[config.mk]
export PLATFORM = sky130hd
export DESIGN_NAME = wdr_watchdog_unit
export DESIGN_NICKNAME = d
export VERILOG_FILES = /design/src/rtl/wdr_pkg.sv /design/src/rtl/wdr_counter.sv /design/src/rtl/wdr_watchdog_unit.sv
export SDC_FILE = /design/constraint.sdc
export NUM_CORES = 1
export LEC_CHECK = 0
export BUFFER_PORTS_ARGS = -buffer_cell sky130_fd_sc_hd__buf_2
export CAP_MARGIN = 0
export CORE_MARGIN = 4
export CORE_UTILIZATION = 54
export CTS_BUF_LIST = sky130_fd_sc_hd__clkbuf_4
export CTS_CLUSTER_DIAMETER = 120
export CTS_CLUSTER_SIZE = 16
export DETAILED_ROUTE_END_ITERATION = 12
export PLACE_DENSITY = 0.86
export SKIP_LAST_GASP = 1
export SLEW_MARGIN = 5
export SYNTH_ARGS = -nofsm -noshare
export SYNTH_HDL_FRONTEND = slang
export SYNTH_SLANG_ARGS = --single-unit
[constraint.sdc]
create_clock -name clk_i -period 4.15 [get_ports clk_i]
set_clock_uncertainty 0.15 [all_clocks]
set_input_delay 0.6225 -clock clk_i [delete_from_list [all_inputs] [get_ports clk_i]]
set_output_delay 0.6225 -clock clk_i [all_outputs]
set_load 0.02 [all_outputs]
[src/rtl/wdr_pkg.sv]
package wdr_pkg;

  // apb register map, byte addresses
  localparam logic [7:0] OFF_CTRL    = 8'h00;
  localparam logic [7:0] OFF_CFG     = 8'h04;
  localparam logic [7:0] OFF_STATUS  = 8'h08;
  localparam logic [7:0] OFF_IRQ_EN  = 8'h0c;
  localparam logic [7:0] OFF_IRQ_CLR = 8'h10;
  localparam logic [7:0] OFF_COUNT   = 8'h14;

  localparam int ADDR_W = 8;
  localparam int DATA_W = 32;

  // control keys, written to the low byte of ctrl
  localparam int         KEY_W       = 8;
  localparam logic [7:0] KEY_RESTART = 8'ha5;
  localparam logic [7:0] KEY_DISABLE = 8'hde;
  localparam logic [7:0] KEY_LOCK    = 8'hc3;

  // ctrl read-back fields
  localparam int CTRL_EN_BIT   = 0;
  localparam int CTRL_LOCK_BIT = 1;

  // timeout select: limit is 2**(SEL_BASE + sel) low-frequency ticks
  localparam int         SEL_W    = 3;
  localparam int         SEL_BASE = 10;
  localparam logic [2:0] SEL_MAX  = 3'h7;
  localparam int         CNT_W    = 17;

  // status / irq bit positions
  localparam int EV_W          = 2;
  localparam int EV_TIMEOUT    = 0;
  localparam int EV_REJECTED   = 1;

  // nominal clock rates
  localparam int CLK_FREQ_HZ = 25000000;
  localparam int LF_FREQ_HZ  = 80000;

  function automatic logic [CNT_W-1:0] timeout_limit(input logic [SEL_W-1:0] sel);
    logic [CNT_W:0] one_hot;
    one_hot = '0;
    one_hot[SEL_BASE + int'(sel)] = 1'b1;
    timeout_limit = CNT_W'(one_hot - 1'b1);
  endfunction

  function automatic logic addr_is(input logic [ADDR_W-1:0] addr, input logic [ADDR_W-1:0] off);
    addr_is = (addr == off);
  endfunction

endpackage

[src/rtl/wdr_counter.sv]
`timescale 1ns/10ps
module wdr_counter #(
  parameter int CW = wdr_pkg::CNT_W
) (
  input  wire logic                       clk_i,
  input  wire logic                       arst_n_i,
  input  wire logic                       tick_i,
  input  wire logic                       clear_i,
  input  wire logic                       run_i,
  input  wire logic [wdr_pkg::SEL_W-1:0]  sel_i,
  output logic      [CW-1:0]              count_o,
  output logic                            expire_o
);

  logic [CW-1:0] count_r;
  logic [CW-1:0] count_nxt;
  wire  [CW-1:0] limit;
  wire           at_limit;

  assign limit    = CW'(wdr_pkg::timeout_limit(sel_i));
  // a select lowered below the current count expires on the next tick
  assign at_limit = (count_r >= limit);
  assign expire_o = run_i & tick_i & ~clear_i & at_limit;

  // counts only on low-frequency ticks
  assign count_nxt = clear_i  ? '0 :
                     expire_o ? '0 :
                     (run_i & tick_i) ? CW'(count_r + 1'b1) : count_r;

  always_ff @(posedge clk_i or negedge arst_n_i)
  begin
    if (!arst_n_i)
      count_r <= '0;
    else
      count_r <= count_nxt;
  end

  assign count_o = count_r;

endmodule

[src/rtl/wdr_watchdog_unit.sv]
//Contract
// - counter overflow raises a system reset request.
// - after reset the watchdog runs, with the longest timeout selected.
// - software may disable the watchdog or lock it running.
// - once locked, disable attempts are ignored until system reset.
// - once locked, cfg timeout select writes are rejected; irq enable and irq clear writes still apply.
// - watchdog reset never drives the external reset pin.
// - counter advances only on the 80 kHz low-frequency oscillator.
`timescale 1ns/10ps
module wdr_watchdog_unit (
  input  wire logic                        clk_i,
  input  wire logic                        arst_n_i,
  input  wire logic                        low_freq_osc_i,
  input  wire logic                        psel_i,
  input  wire logic                        penable_i,
  input  wire logic                        pwrite_i,
  input  wire logic [wdr_pkg::ADDR_W-1:0]  paddr_i,
  input  wire logic [wdr_pkg::DATA_W-1:0]  pwdata_i,
  output logic      [wdr_pkg::DATA_W-1:0]  prdata_o,
  output logic                             pready_o,
  output logic                             pslverr_o,
  output logic                             irq_o,
  output logic                             rst_req_o
);

  // low-frequency oscillator edge detect
  logic lf_prev_r;
  wire  lf_tick;

  // apb
  logic                        pready_r;
  logic                        pslverr_r;
  logic [wdr_pkg::DATA_W-1:0]  prdata_r;
  wire                         setup_acc;
  wire                         acc_done;
  wire                         wr_done;
  wire                         sel_ctrl;
  wire                         sel_cfg;
  wire                         sel_status;
  wire                         sel_irq_en;
  wire                         sel_irq_clr;
  wire                         sel_count;
  wire                         mapped;
  wire  [wdr_pkg::DATA_W-1:0]  rd_val;

  // watchdog control state
  logic                        en_r;
  logic                        en_nxt;
  logic                        lock_r;
  logic                        lock_nxt;
  logic [wdr_pkg::SEL_W-1:0]   sel_r;
  logic [wdr_pkg::SEL_W-1:0]   sel_nxt;
  logic                        rst_req_r;
  wire  [wdr_pkg::KEY_W-1:0]   key;
  wire                         wr_ctrl;
  wire                         wr_cfg;
  wire                         key_restart;
  wire                         key_disable;
  wire                         key_lock;
  wire                         any_key;
  wire                         cnt_clear;
  wire  [wdr_pkg::CNT_W-1:0]   count;
  wire                         expire;

  // events and interrupt
  logic [wdr_pkg::EV_W-1:0]    sts_r;
  logic [wdr_pkg::EV_W-1:0]    sts_nxt;
  logic [wdr_pkg::EV_W-1:0]    ien_r;
  logic [wdr_pkg::EV_W-1:0]    ien_nxt;
  logic                        irq_r;
  wire  [wdr_pkg::EV_W-1:0]    ev;
  wire  [wdr_pkg::EV_W-1:0]    clr_mask;

  // counting edge from the low-frequency oscillator
  assign lf_tick = low_freq_osc_i & ~lf_prev_r;

  always_ff @(posedge clk_i or negedge arst_n_i)
  begin
    // resets high so a pin already high at release is not counted as a tick
    if (!arst_n_i)
      lf_prev_r <= 1'b1;
    else
      lf_prev_r <= low_freq_osc_i;
  end

  // one wait state: pready is registered, so the access phase lasts two cycles
  assign setup_acc = psel_i & penable_i & ~pready_r;
  assign acc_done  = psel_i & penable_i & pready_r;
  assign wr_done   = acc_done & pwrite_i;

  assign sel_ctrl    = wdr_pkg::addr_is(paddr_i, wdr_pkg::OFF_CTRL);
  assign sel_cfg     = wdr_pkg::addr_is(paddr_i, wdr_pkg::OFF_CFG);
  assign sel_status  = wdr_pkg::addr_is(paddr_i, wdr_pkg::OFF_STATUS);
  assign sel_irq_en  = wdr_pkg::addr_is(paddr_i, wdr_pkg::OFF_IRQ_EN);
  assign sel_irq_clr = wdr_pkg::addr_is(paddr_i, wdr_pkg::OFF_IRQ_CLR);
  assign sel_count   = wdr_pkg::addr_is(paddr_i, wdr_pkg::OFF_COUNT);
  assign mapped      = sel_ctrl | sel_cfg | sel_status | sel_irq_en | sel_irq_clr | sel_count;

  assign rd_val = sel_ctrl   ? wdr_pkg::DATA_W'({lock_r, en_r}) :
                  sel_cfg    ? wdr_pkg::DATA_W'(sel_r) :
                  sel_status ? wdr_pkg::DATA_W'(sts_r) :
                  sel_irq_en ? wdr_pkg::DATA_W'(ien_r) :
                  sel_count  ? wdr_pkg::DATA_W'(count) : '0;

  always_ff @(posedge clk_i or negedge arst_n_i)
  begin
    if (!arst_n_i)
    begin
      pready_r  <= 1'b0;
      pslverr_r <= 1'b0;
      prdata_r  <= '0;
    end
    else
    begin
      pready_r  <= setup_acc;
      pslverr_r <= setup_acc & ~mapped;
      prdata_r  <= (setup_acc & ~pwrite_i) ? rd_val : '0;
    end
  end

  // key decode on the ctrl low byte
  assign key         = pwdata_i[wdr_pkg::KEY_W-1:0];
  assign wr_ctrl     = wr_done & sel_ctrl;
  assign wr_cfg      = wr_done & sel_cfg;
  assign key_restart = wr_ctrl & (key == wdr_pkg::KEY_RESTART);
  assign key_disable = wr_ctrl & (key == wdr_pkg::KEY_DISABLE);
  assign key_lock    = wr_ctrl & (key == wdr_pkg::KEY_LOCK);
  assign any_key     = key_restart | key_disable | key_lock;

  // restart or lock starts it, disable stops it unless locked
  assign en_nxt   = (key_restart | key_lock) ? 1'b1 :
                    (key_disable & ~lock_r)  ? 1'b0 : en_r;
  assign lock_nxt = lock_r | key_lock;

  assign sel_nxt = (wr_cfg & ~lock_r) ? pwdata_i[wdr_pkg::SEL_W-1:0] : sel_r;

  // restarting, and a stopped watchdog, both hold the count at zero
  assign cnt_clear = key_restart | ~en_r;

  // comes out of reset running at the longest timeout
  always_ff @(posedge clk_i or negedge arst_n_i)
  begin
    if (!arst_n_i)
    begin
      en_r   <= 1'b1;
      lock_r <= 1'b0;
      sel_r  <= wdr_pkg::SEL_MAX;
    end
    else
    begin
      en_r   <= en_nxt;
      lock_r <= lock_nxt;
      sel_r  <= sel_nxt;
    end
  end

  wdr_counter #(
    .CW (wdr_pkg::CNT_W)
  ) u_counter (
    .clk_i    (clk_i),
    .arst_n_i (arst_n_i),
    .tick_i   (lf_tick),
    .clear_i  (cnt_clear),
    .run_i    (en_r),
    .sel_i    (sel_r),
    .count_o  (count),
    .expire_o (expire)
  );

  // overflow latches the reset request until the system resets us
  // only an internal request; no reset pin is driven from here
  always_ff @(posedge clk_i or negedge arst_n_i)
  begin
    if (!arst_n_i)
      rst_req_r <= 1'b0;
    else
      rst_req_r <= rst_req_r | expire;
  end

  // sticky events; a set in the clearing cycle wins
  assign ev[wdr_pkg::EV_TIMEOUT]  = expire;
  assign ev[wdr_pkg::EV_REJECTED] = lock_r & (wr_cfg | key_disable);
  assign clr_mask = (wr_done & sel_irq_clr) ? pwdata_i[wdr_pkg::EV_W-1:0] : '0;
  assign sts_nxt  = (sts_r & ~clr_mask) | ev;
  assign ien_nxt  = (wr_done & sel_irq_en) ? pwdata_i[wdr_pkg::EV_W-1:0] : ien_r;

  always_ff @(posedge clk_i or negedge arst_n_i)
  begin
    if (!arst_n_i)
    begin
      sts_r <= '0;
      ien_r <= '0;
      irq_r <= 1'b0;
    end
    else
    begin
      sts_r <= sts_nxt;
      ien_r <= ien_nxt;
      irq_r <= |(sts_nxt & ien_nxt);
    end
  end

  assign prdata_o  = prdata_r;
  assign pready_o  = pready_r;
  assign pslverr_o = pslverr_r;
  assign irq_o     = irq_r;
  assign rst_req_o = rst_req_r;

  // helper: high only in the first cycle after reset release
  logic first_r;
  always_ff @(posedge clk_i or negedge arst_n_i)
  begin
    if (!arst_n_i)
      first_r <= 1'b1;
    else
      first_r <= 1'b0;
  end

  AST_OVF_RESET: assert property (
    @(posedge clk_i) disable iff (!arst_n_i)
    expire |=> rst_req_o [*3]
  ) else $error("overflow did not raise a held reset request");

  AST_REQ_CAUSE: assert property (
    @(posedge clk_i) disable iff (!arst_n_i)
    $rose(rst_req_o) |-> $past(expire)
  ) else $error("reset request rose without an overflow");

  AST_RESET_DEFAULT: assert property (
    @(posedge clk_i) disable iff (!arst_n_i)
    first_r |-> (en_r && !lock_r && sel_r == wdr_pkg::SEL_MAX && !rst_req_o)
  ) else $error("watchdog not running at longest timeout after reset");

  AST_DISABLE: assert property (
    @(posedge clk_i) disable iff (!arst_n_i)
    (key_disable && !lock_r) |=> !en_r
  ) else $error("disable key did not stop the watchdog");

  AST_LOCK_SET: assert property (
    @(posedge clk_i) disable iff (!arst_n_i)
    key_lock |=> (lock_r && en_r)
  ) else $error("lock key did not lock the watchdog running");

  AST_LOCK_HOLDS: assert property (
    @(posedge clk_i) disable iff (!arst_n_i)
    lock_r |=> (lock_r && en_r)
  ) else $error("locked watchdog was released or disabled");

  AST_CFG_FROZEN: assert property (
    @(posedge clk_i) disable iff (!arst_n_i)
    (lock_r && wr_cfg) |=> ($stable(sel_r) && sts_r[wdr_pkg::EV_REJECTED])
  ) else $error("locked configuration changed or rejection not flagged");

  AST_LF_ONLY: assert property (
    @(posedge clk_i) disable iff (!arst_n_i)
    (!lf_tick && !cnt_clear) |=> $stable(count)
  ) else $error("counter moved without a low-frequency tick");

  AST_LIMIT: assert property (
    @(posedge clk_i) disable iff (!arst_n_i)
    expire |-> (count >= wdr_pkg::timeout_limit(sel_r))
  ) else $error("overflow before the selected power-of-two count");

  AST_BAD_KEY: assert property (
    @(posedge clk_i) disable iff (!arst_n_i)
    (wr_ctrl && !any_key) |=> ($stable(en_r) && $stable(lock_r))
  ) else $error("unrecognised ctrl value changed the watchdog");

  AST_RESTART: assert property (
    @(posedge clk_i) disable iff (!arst_n_i)
    key_restart |=> (count == '0 && en_r)
  ) else $error("restart key did not clear the counter");

  AST_IRQ: assert property (
    @(posedge clk_i) disable iff (!arst_n_i)
    ##1 (irq_o == |(sts_r & ien_r))
  ) else $error("interrupt output does not follow enabled status");

  AST_APB_READY: assert property (
    @(posedge clk_i) disable iff (!arst_n_i)
    setup_acc |=> pready_o ##1 !pready_o
  ) else $error("pready not a single cycle after one wait state");

  AST_LIMIT_HIT: assert property (
    @(posedge clk_i) disable iff (!arst_n_i)
    (en_r && lf_tick && !cnt_clear && count == wdr_pkg::timeout_limit(sel_r)) |-> expire
  ) else $error("count reached the selected limit without an overflow");

  AST_LOCKED_DISABLE: assert property (
    @(posedge clk_i) disable iff (!arst_n_i)
    (key_disable && lock_r) |=> (en_r && sts_r[wdr_pkg::EV_REJECTED])
  ) else $error("disable key acted on a locked watchdog");

  AST_SLVERR: assert property (
    @(posedge clk_i) disable iff (!arst_n_i)
    (setup_acc && !mapped) |=> (pready_o && pslverr_o && prdata_o == '0)
  ) else $error("unmapped access not answered with an error");

  AST_RDATA_QUIET: assert property (
    @(posedge clk_i) disable iff (!arst_n_i)
    !pready_o |-> (prdata_o == '0 && !pslverr_o)
  ) else $error("read data or error shown outside the ready cycle");

endmodule

==> impl_metrics.json, run 1 <==
{
  "yosysSeqAreaShare_pct": 42.5,
  "endpoint_kind": "register",
  "post-route-drc-count": 0,
  "ys_warn_count": 0,
  "status": "finished clean",
  "number_of_filler_instances_in_the_final_layout": 446,
  "cts_htree_levels": 2,
  "postLayoutCoreUtil_pct": 60.1,
  "critPathArrivalTime_ns": 3.76,
  "initial_antenna_violation_count": 0,
  "clk_path_buf_depth": 2,
  "drt-wirelength-per-cell_um": 14.3,
  "synthToLayoutAreaGrowth_pct": 7.96,
  "final_hold_viol_count": 0,
  "clk_latency_ns": 0.37,
  "rr_worst_depth": 13,
  "core-area_mm2": 0.00511,
  "first_pass_iters": 4,
  "least_margin_pin_slew_ns": 1.05,
  "maxSlewHeadroom_pct": 30.1,
  "cts-resized-gates": 0,
  "async_flop_share_pct": 100,
  "number_of_diodes_added_for_antenna_fixing": 0,
  "worst_ir_drop_on_vdd_mv": 0.158,
  "finalNetCount": 403,
  "layout.cells.most_common": "sky130_fd_sc_hd__dfrtp_1",
  "grt_first_pass_wirelength_mm": 9.62,
  "io_pins": 82,
  "clkSlewWorstSetupHoldPaths_ns": 0.13,
  "area_of_the_die_mm2": 0.00649,
  "post_synth_instance_area_mm2": 0.00284,
  "power_after_layout_mw": 0.749,
  "synth_seq_cells": 48,
  "rsz0062_at_grt": "no",
  "grtUsageTotal_pct": 19.1,
  "postCtsSetupRepairBufs": 0,
  "floorplan.initialDensity_pct": 55.7,
  "setup.worst_path.class": "register to register",
  "die_width_um": 80.6,
  "critical_path.startpoint_type": "register",
  "cp_data_required_time_ns": 4.29,
  "most-common-layout-cells": "43 x sky130_fd_sc_hd__dfrtp_1, 42 x sky130_fd_sc_hd__buf_2, 36 x sky130_fd_sc_hd__nand2_1",
  "grt_start_max_net_pins": 49,
  "place.detailed.hpwl_mm": 4.36,
  "ant_nets": 0,
  "std_cell_rows": 26,
  "die_y_um": 80.6,
  "crit_path_max_fanout": 17,
  "powerDensity_mw_per_mm2": 244,
  "number_of_enable_flip_flop_cells_after_synthesis": 0,
  "cts-hold-fix-buffers": 0,
  "worstHoldPathCells": 1,
  "totalWireLength_mm": 5.88,
  "period_share_pct": 87.2,
  "final_period_minus_worst_setup_slack_ns": 3.62,
  "final_layout_size_suffix_gt1_share_pct": 20.8,
  "grt_pass1_vias": 2168,
  "max_cap_viol_count": 0,
  "leakage_nw": 1.52,
  "globalplace.congestion": 0.896,
  "tritoncts": "built",
  "netlist-cell-type-count": 57,
  "cts.sink_count": 48,
  "number_of_buffers_created_by_cts": 5,
  "dominantRegCellSynth": "sky130_fd_sc_hd__dfrtp_1",
  "clock.fmax_ghz": 0.276,
  "avgViaCountPerCell": 5.44,
  "fin_setup_tns_ns": 0,
  "initialDrtViolationCount": 85,
  "globalRoute.totalOverflow": 0,
  "post_synth_inst_count": 303,
  "synth.avg_cell_area_um2": 9.39,
  "report.final.slew_viol_count": 0,
  "final-setup-viol-count": 0,
  "dr_total_vias": 2242,
  "cts_root_buffer": "sky130_fd_sc_hd__clkbuf_4",
  "hold_crit_path_type": "input pin to register",
  "portBuffers": 42
}
logic make-up (layout without fill, tap and decap cells):
group,Yosys count,count (layout),synth area share [%]
buffers and inverters,45,70,9.15
and+or+nand+nor,127,127,23.9
AOI/OAI and AO/OA,54,54,12.7
other,1,15,0.132
adders and majority gates,16,16,7.04
muxes,9,9,3.70
DFF,48,48,42.5
xor gates and xnor gates,3,3,0.924
final timing paths:
path	slack, ns	endpoint	from
min	0.21	lf_prev_r$_DFF_PN1_	low_freq_osc_i
max in group asynchronous	2.92	u_counter.count_o[14]$_DFFE_PN0P_	arst_n_i
min in group asynchronous	0.27	prdata_o[3]$_DFF_PN0_	arst_n_i
min reg2reg	0.33	rst_req_o$_DFF_PN0_	rst_req_o$_DFF_PN0_
max reg2reg	0.53	u_counter.count_o[16]$_DFFE_PN0P_	sel_r[1]$_DFFE_PN1P_
max	0.53	u_counter.count_o[16]$_DFFE_PN0P_	sel_r[1]$_DFFE_PN1P_
cells in the mapped netlist (all sizes together), types with 3 or more instances:
cell type | number | share of area (%)
dfrtp | 43 | 38
nand2 | 37 | 5.0
buf | 23 | 6.2
a21oi | 19 | 3.3
inv | 19 | 2.5
ha | 16 | 7.0
nor2 | 16 | 2.5
nand3 | 15 | 2.8
o21ai | 14 | 2.5
nor3 | 13 | 2.3
and2 | 10 | 2.2
or3 | 9 | 2.2
mux2i | 6 | 2.1
dfstp | 5 | 4.6
nand4 | 5 | 1.1
and4 | 4 | 1.3
and3 | 3 | 0.84
clkbuf | 3 | 0.40
mux2 | 3 | 1.6
nand3b | 3 | 0.79
nor2b | 3 | 0.66
nor4 | 3 | 0.66
critical path, stage by stage (launching register included):
cell                      delay (ns)
sky130_fd_sc_hd__dfstp_2        0.64
sky130_fd_sc_hd__inv_1          0.12
sky130_fd_sc_hd__ha_1           0.28
sky130_fd_sc_hd__nand3_1        0.11
sky130_fd_sc_hd__ha_1           0.19
sky130_fd_sc_hd__o21ai_0        0.11
sky130_fd_sc_hd__xnor2_1        0.14
sky130_fd_sc_hd__ha_1           0.29
sky130_fd_sc_hd__nand4_1        0.21
sky130_fd_sc_hd__nor2_1         0.08
sky130_fd_sc_hd__a21oi_1        0.28
sky130_fd_sc_hd__and3_1         0.64
sky130_fd_sc_hd__a21oi_1        0.12
sky130_fd_sc_hd__o21ai_0        0.18
report_power, final:
group	total, mW	internal [mW]	switching (mW)
clock network	0.223	0.0793	0.144
logic	0.0553	0.0146	0.0408
registers	0.471	0.470	0.000937
registers in the layout, indices dropped and copies added, names as in the netlist:
| signal | cells |
|---|---|
| irq_o | 1 |
| ien_r | 2 |
| lf_prev_r | 1 |
| sts_r | 2 |
| pslverr_o | 1 |
| rst_req_o | 1 |
| pready_o | 1 |
| en_r | 1 |
| lock_r | 1 |
| sel_r | 3 |
| prdata_o | 17 |
| u_counter.count_o | 17 |
through the flow:
| step | cells | cell area (um^2) | hold slack, ns | setup slack [ns] |
|---|---|---|---|---|
| 5_1_grt | 412 | 3070 | 0.186 | 0.199 |
| 3_5_place_dp | 404 | 3010 | 0.306 | 0.550 |
| 3_3_place_gp | 404 | 3010 | 0.298 | 0.664 |
| 6_report | 412 | 3070 | 0.206 | 0.531 |
| 4_1_cts | 412 | 3070 | 0.191 | 0.508 |
| 2_1_floorplan | 317 | 2900 | 0.177 | 0.917 |
layer usage:
| layer | vias up | wire length, um | GRT usage [%] | part of all wire [%] |
|---|---|---|---|---|
| met5 | - | 0 | 0 | 0 |
| met4 | 0 | 94 | 6.93 | 1.6 |
| met3 | 8 | 318 | 4.04 | 5.4 |
| met2 | 59 | 3040 | 34.4 | 52 |
| met1 | 1068 | 2420 | 22.2 | 41 |
| li1 | 1107 | - | - | - |
layout make-up:
cell class / count / area [um^2] / share of cell area [%]
clock buffer: 7 / 52.6 / 1.71
clock inverter: 1 / 5.00 / 0.163
inverter: 19 / 71.3 / 2.32
multi-input combinational: 224 / 1430 / 46.5
sequential: 48 / 1210 / 39.3
tap: 70 / 87.6 / 2.85
timing repair buffer: 43 / 218 / 7.09
(Power assumes the default switching activity.)
==> run 2, diff against run 1 <==
--- a/config.mk
+++ b/config.mk
@@ -5,15 +5,15 @@
 export SDC_FILE = /design/constraint.sdc
 export NUM_CORES = 1
 export LEC_CHECK = 0
-export BUFFER_PORTS_ARGS = -buffer_cell sky130_fd_sc_hd__buf_2
-export CAP_MARGIN = 0
+export CAP_MARGIN = 10
 export CORE_MARGIN = 4
-export CORE_UTILIZATION = 54
+export CORE_UTILIZATION = 66
 export CTS_BUF_LIST = sky130_fd_sc_hd__clkbuf_4
 export CTS_CLUSTER_DIAMETER = 120
 export CTS_CLUSTER_SIZE = 16
 export DETAILED_ROUTE_END_ITERATION = 12
-export PLACE_DENSITY = 0.86
+export DONT_BUFFER_PORTS = 1
+export PLACE_DENSITY = 0.85
 export SKIP_LAST_GASP = 1
 export SLEW_MARGIN = 5
 export SYNTH_ARGS = -nofsm -noshare
==> constraint.sdc (replaced) <==
create_clock -name clk_i -period 4 [get_ports clk_i]
set_clock_uncertainty 0.15 [all_clocks]
set_input_delay 0.6 -clock clk_i [delete_from_list [all_inputs] [get_ports clk_i]]
set_output_delay 0.6 -clock clk_i [all_outputs]
set_load 0.02 [all_outputs]
==> impl_metrics.json, run 2 (synthesis gave the netlist of run 1 again) <==
{
  "globalRoute.totalOverflow": 0,
  "cts_root_buffer": "sky130_fd_sc_hd__clkbuf_4",
  "max_cap_viol_count": 0,
  "io_pins": 82,
  "initialDrtViolationCount": 141,
  "postCtsSetupRepairBufs": 0,
  "hold_crit_path_type": "input pin to register",
  "cp_data_required_time_ns": 4.06,
  "timing.critical_path.max_delay_family": "simple AND/OR/NAND/NOR gates",
  "dr_total_vias": 2146,
  "worst_ir_drop_on_vdd_mv": 0.248,
  "finish.instance_area_mm2": 0.00290,
  "final_hold_viol_count": 0,
  "cts-resized-gates": 0,
  "leakage_nw": 1.34,
  "crit_path_max_fanout": 17,
  "worstPathCellList": "inv_1 > ha_1 > nand3_1 > ha_1 > o21ai_0 > xnor2_1 > ha_1 > nand4_1 > nor3_1 > a2bb2oi_4 > and3_1 > nand3_1 > o311ai_0",
  "power_after_layout_mw": 0.810,
  "number_of_diodes_added_for_antenna_fixing": 0,
  "place.detailed.hpwl_mm": 4.06,
  "post-route-drc-count": 0,
  "biggest_cell_delay_along_the_critical_path_ns": 0.65,
  "grt_pass1_vias": 1957,
  "most-common-layout-cells": "43 x sky130_fd_sc_hd__dfrtp_1, 36 x sky130_fd_sc_hd__nand2_1, 19 x sky130_fd_sc_hd__inv_1, 19 x sky130_fd_sc_hd__a21oi_1, 16 x sky130_fd_sc_hd__ha_1",
  "cell_with_the_most_instances_on_the_worst_path": "sky130_fd_sc_hd__ha_1",
  "tritoncts": "built",
  "placement.cell_area_mm2": 0.00278,
  "path_buf_inv": 1,
  "clkSlewWorstSetupHoldPaths_ns": 0.13,
  "dpl.cell_count": 342,
  "fin_setup_tns_ns": 0,
  "totalWireLength_mm": 5.52,
  "rsz0062_at_grt": "no",
  "least_margin_pin_slew_ns": 0.641,
  "final_period_minus_worst_setup_slack_ns": 3.59,
  "globalplace.congestion": 0.839,
  "ant_nets": 0,
  "grtUsageTotal_pct": 21.6,
  "number_of_buffers_created_by_cts": 5,
  "clock.fmax_ghz": 0.279,
  "critPathArrivalTime_ns": 3.64,
  "floorplan.initialDensity_pct": 69.6,
  "final-setup-viol-count": 0,
  "setup.worst_path.class": "register to register",
  "post_layout_nonfiller_instances": 352,
  "synthToLayoutAreaGrowth_pct": 1.80,
  "powerDensity_mw_per_mm2": 280,
  "critical_path.startpoint_type": "register",
  "endpoint_kind": "register",
  "critical-path-slowest-cell": "sky130_fd_sc_hd__dfstp_2",
  "initial_antenna_violation_count": 0,
  "post-place-ws_ns": 0.442,
  "area_of_the_die_mm2": 0.00542,
  "portBuffers": 0,
  "period_share_pct": 89.6,
  "first_pass_iters": 4,
  "clk_latency_ns": 0.36,
  "die_width_um": 73.6,
  "std_cell_rows": 23,
  "clk_path_buf_depth": 2,
  "final_layout_size_suffix_gt1_share_pct": 9.93,
  "cts.sink_count": 48,
  "finalNetCount": 363,
  "avgViaCountPerCell": 6.10,
  "grt_first_pass_wirelength_mm": 9.03,
  "maxSlewHeadroom_pct": 57.2,
  "drt-wirelength-per-cell_um": 15.7,
  "grt_start_max_net_pins": 49,
  "die_y_um": 73.6,
  "core-area_mm2": 0.00409,
  "worst_slack_ns": 0.415,
  "report.final.slew_viol_count": 0,
  "status": "finished clean",
  "layout.cells.most_common": "sky130_fd_sc_hd__dfrtp_1",
  "cts_htree_levels": 2
}
## run 2: cell type report
cell class,count,area [um^2]
tap,50,62.6
inverter,19,71.3
clock inverter,3,42.5
fill,311,1190
clock buffer,5,37.5
timing repair buffer,3,45.0
sequential,48,1210
multi-input combinational,224,1430
## run 2: metrics by stage
stage / utilization (%) / hold WS (ns)
global placement: 68.0 / 0.155
detailed placement: 68.0 / 0.155
global route: 70.9 / 0.0401
CTS: 70.9 / 0.0644
floorplan: - / 0.154
finish: 70.9 / 0.0755
## run 2: path summary, 6_finish.rpt
path	depth (start not counted)	slack, ns	from	endpoint
setup / recovery	13	0.41	sel_r[1]$_DFFE_PN1P_	u_counter.count_o[15]$_DFFE_PN0P_
hold / removal	0	0.08	low_freq_osc_i	lf_prev_r$_DFF_PN1_
setup reg to reg	13	0.41	sel_r[1]$_DFFE_PN1P_	u_counter.count_o[15]$_DFFE_PN0P_
hold reg to reg	2	0.38	en_r$_DFFE_PN1P_	en_r$_DFFE_PN1P_
max in group asynchronous	2	2.84	arst_n_i	lf_prev_r$_DFF_PN1_
min in group asynchronous	2	0.58	arst_n_i	u_counter.count_o[11]$_DFFE_PN0P_
## run 2: layer usage
metal  wire (um)  track usage (%)
met1        2490             31.4
met2        2630             33.0
met3         346             5.20
met4          56             4.83
met5           0                0
## run 2: power by group
group | total (mW) | switching (mW) | leakage, nW | internal (mW)
clock | 0.278 | 0.148 | 0.0412 | 0.130
combinational | 0.0406 | 0.0298 | 0.670 | 0.0108
sequential | 0.491 | 0.00283 | 0.630 | 0.488
## run 2: repair_timing
item | 4_1_cts | 5_1_grt
hold buffers | 2 | 0
setup endpoints to repair | 0 | 0
endpoints found under the hold margin | 48 | 0
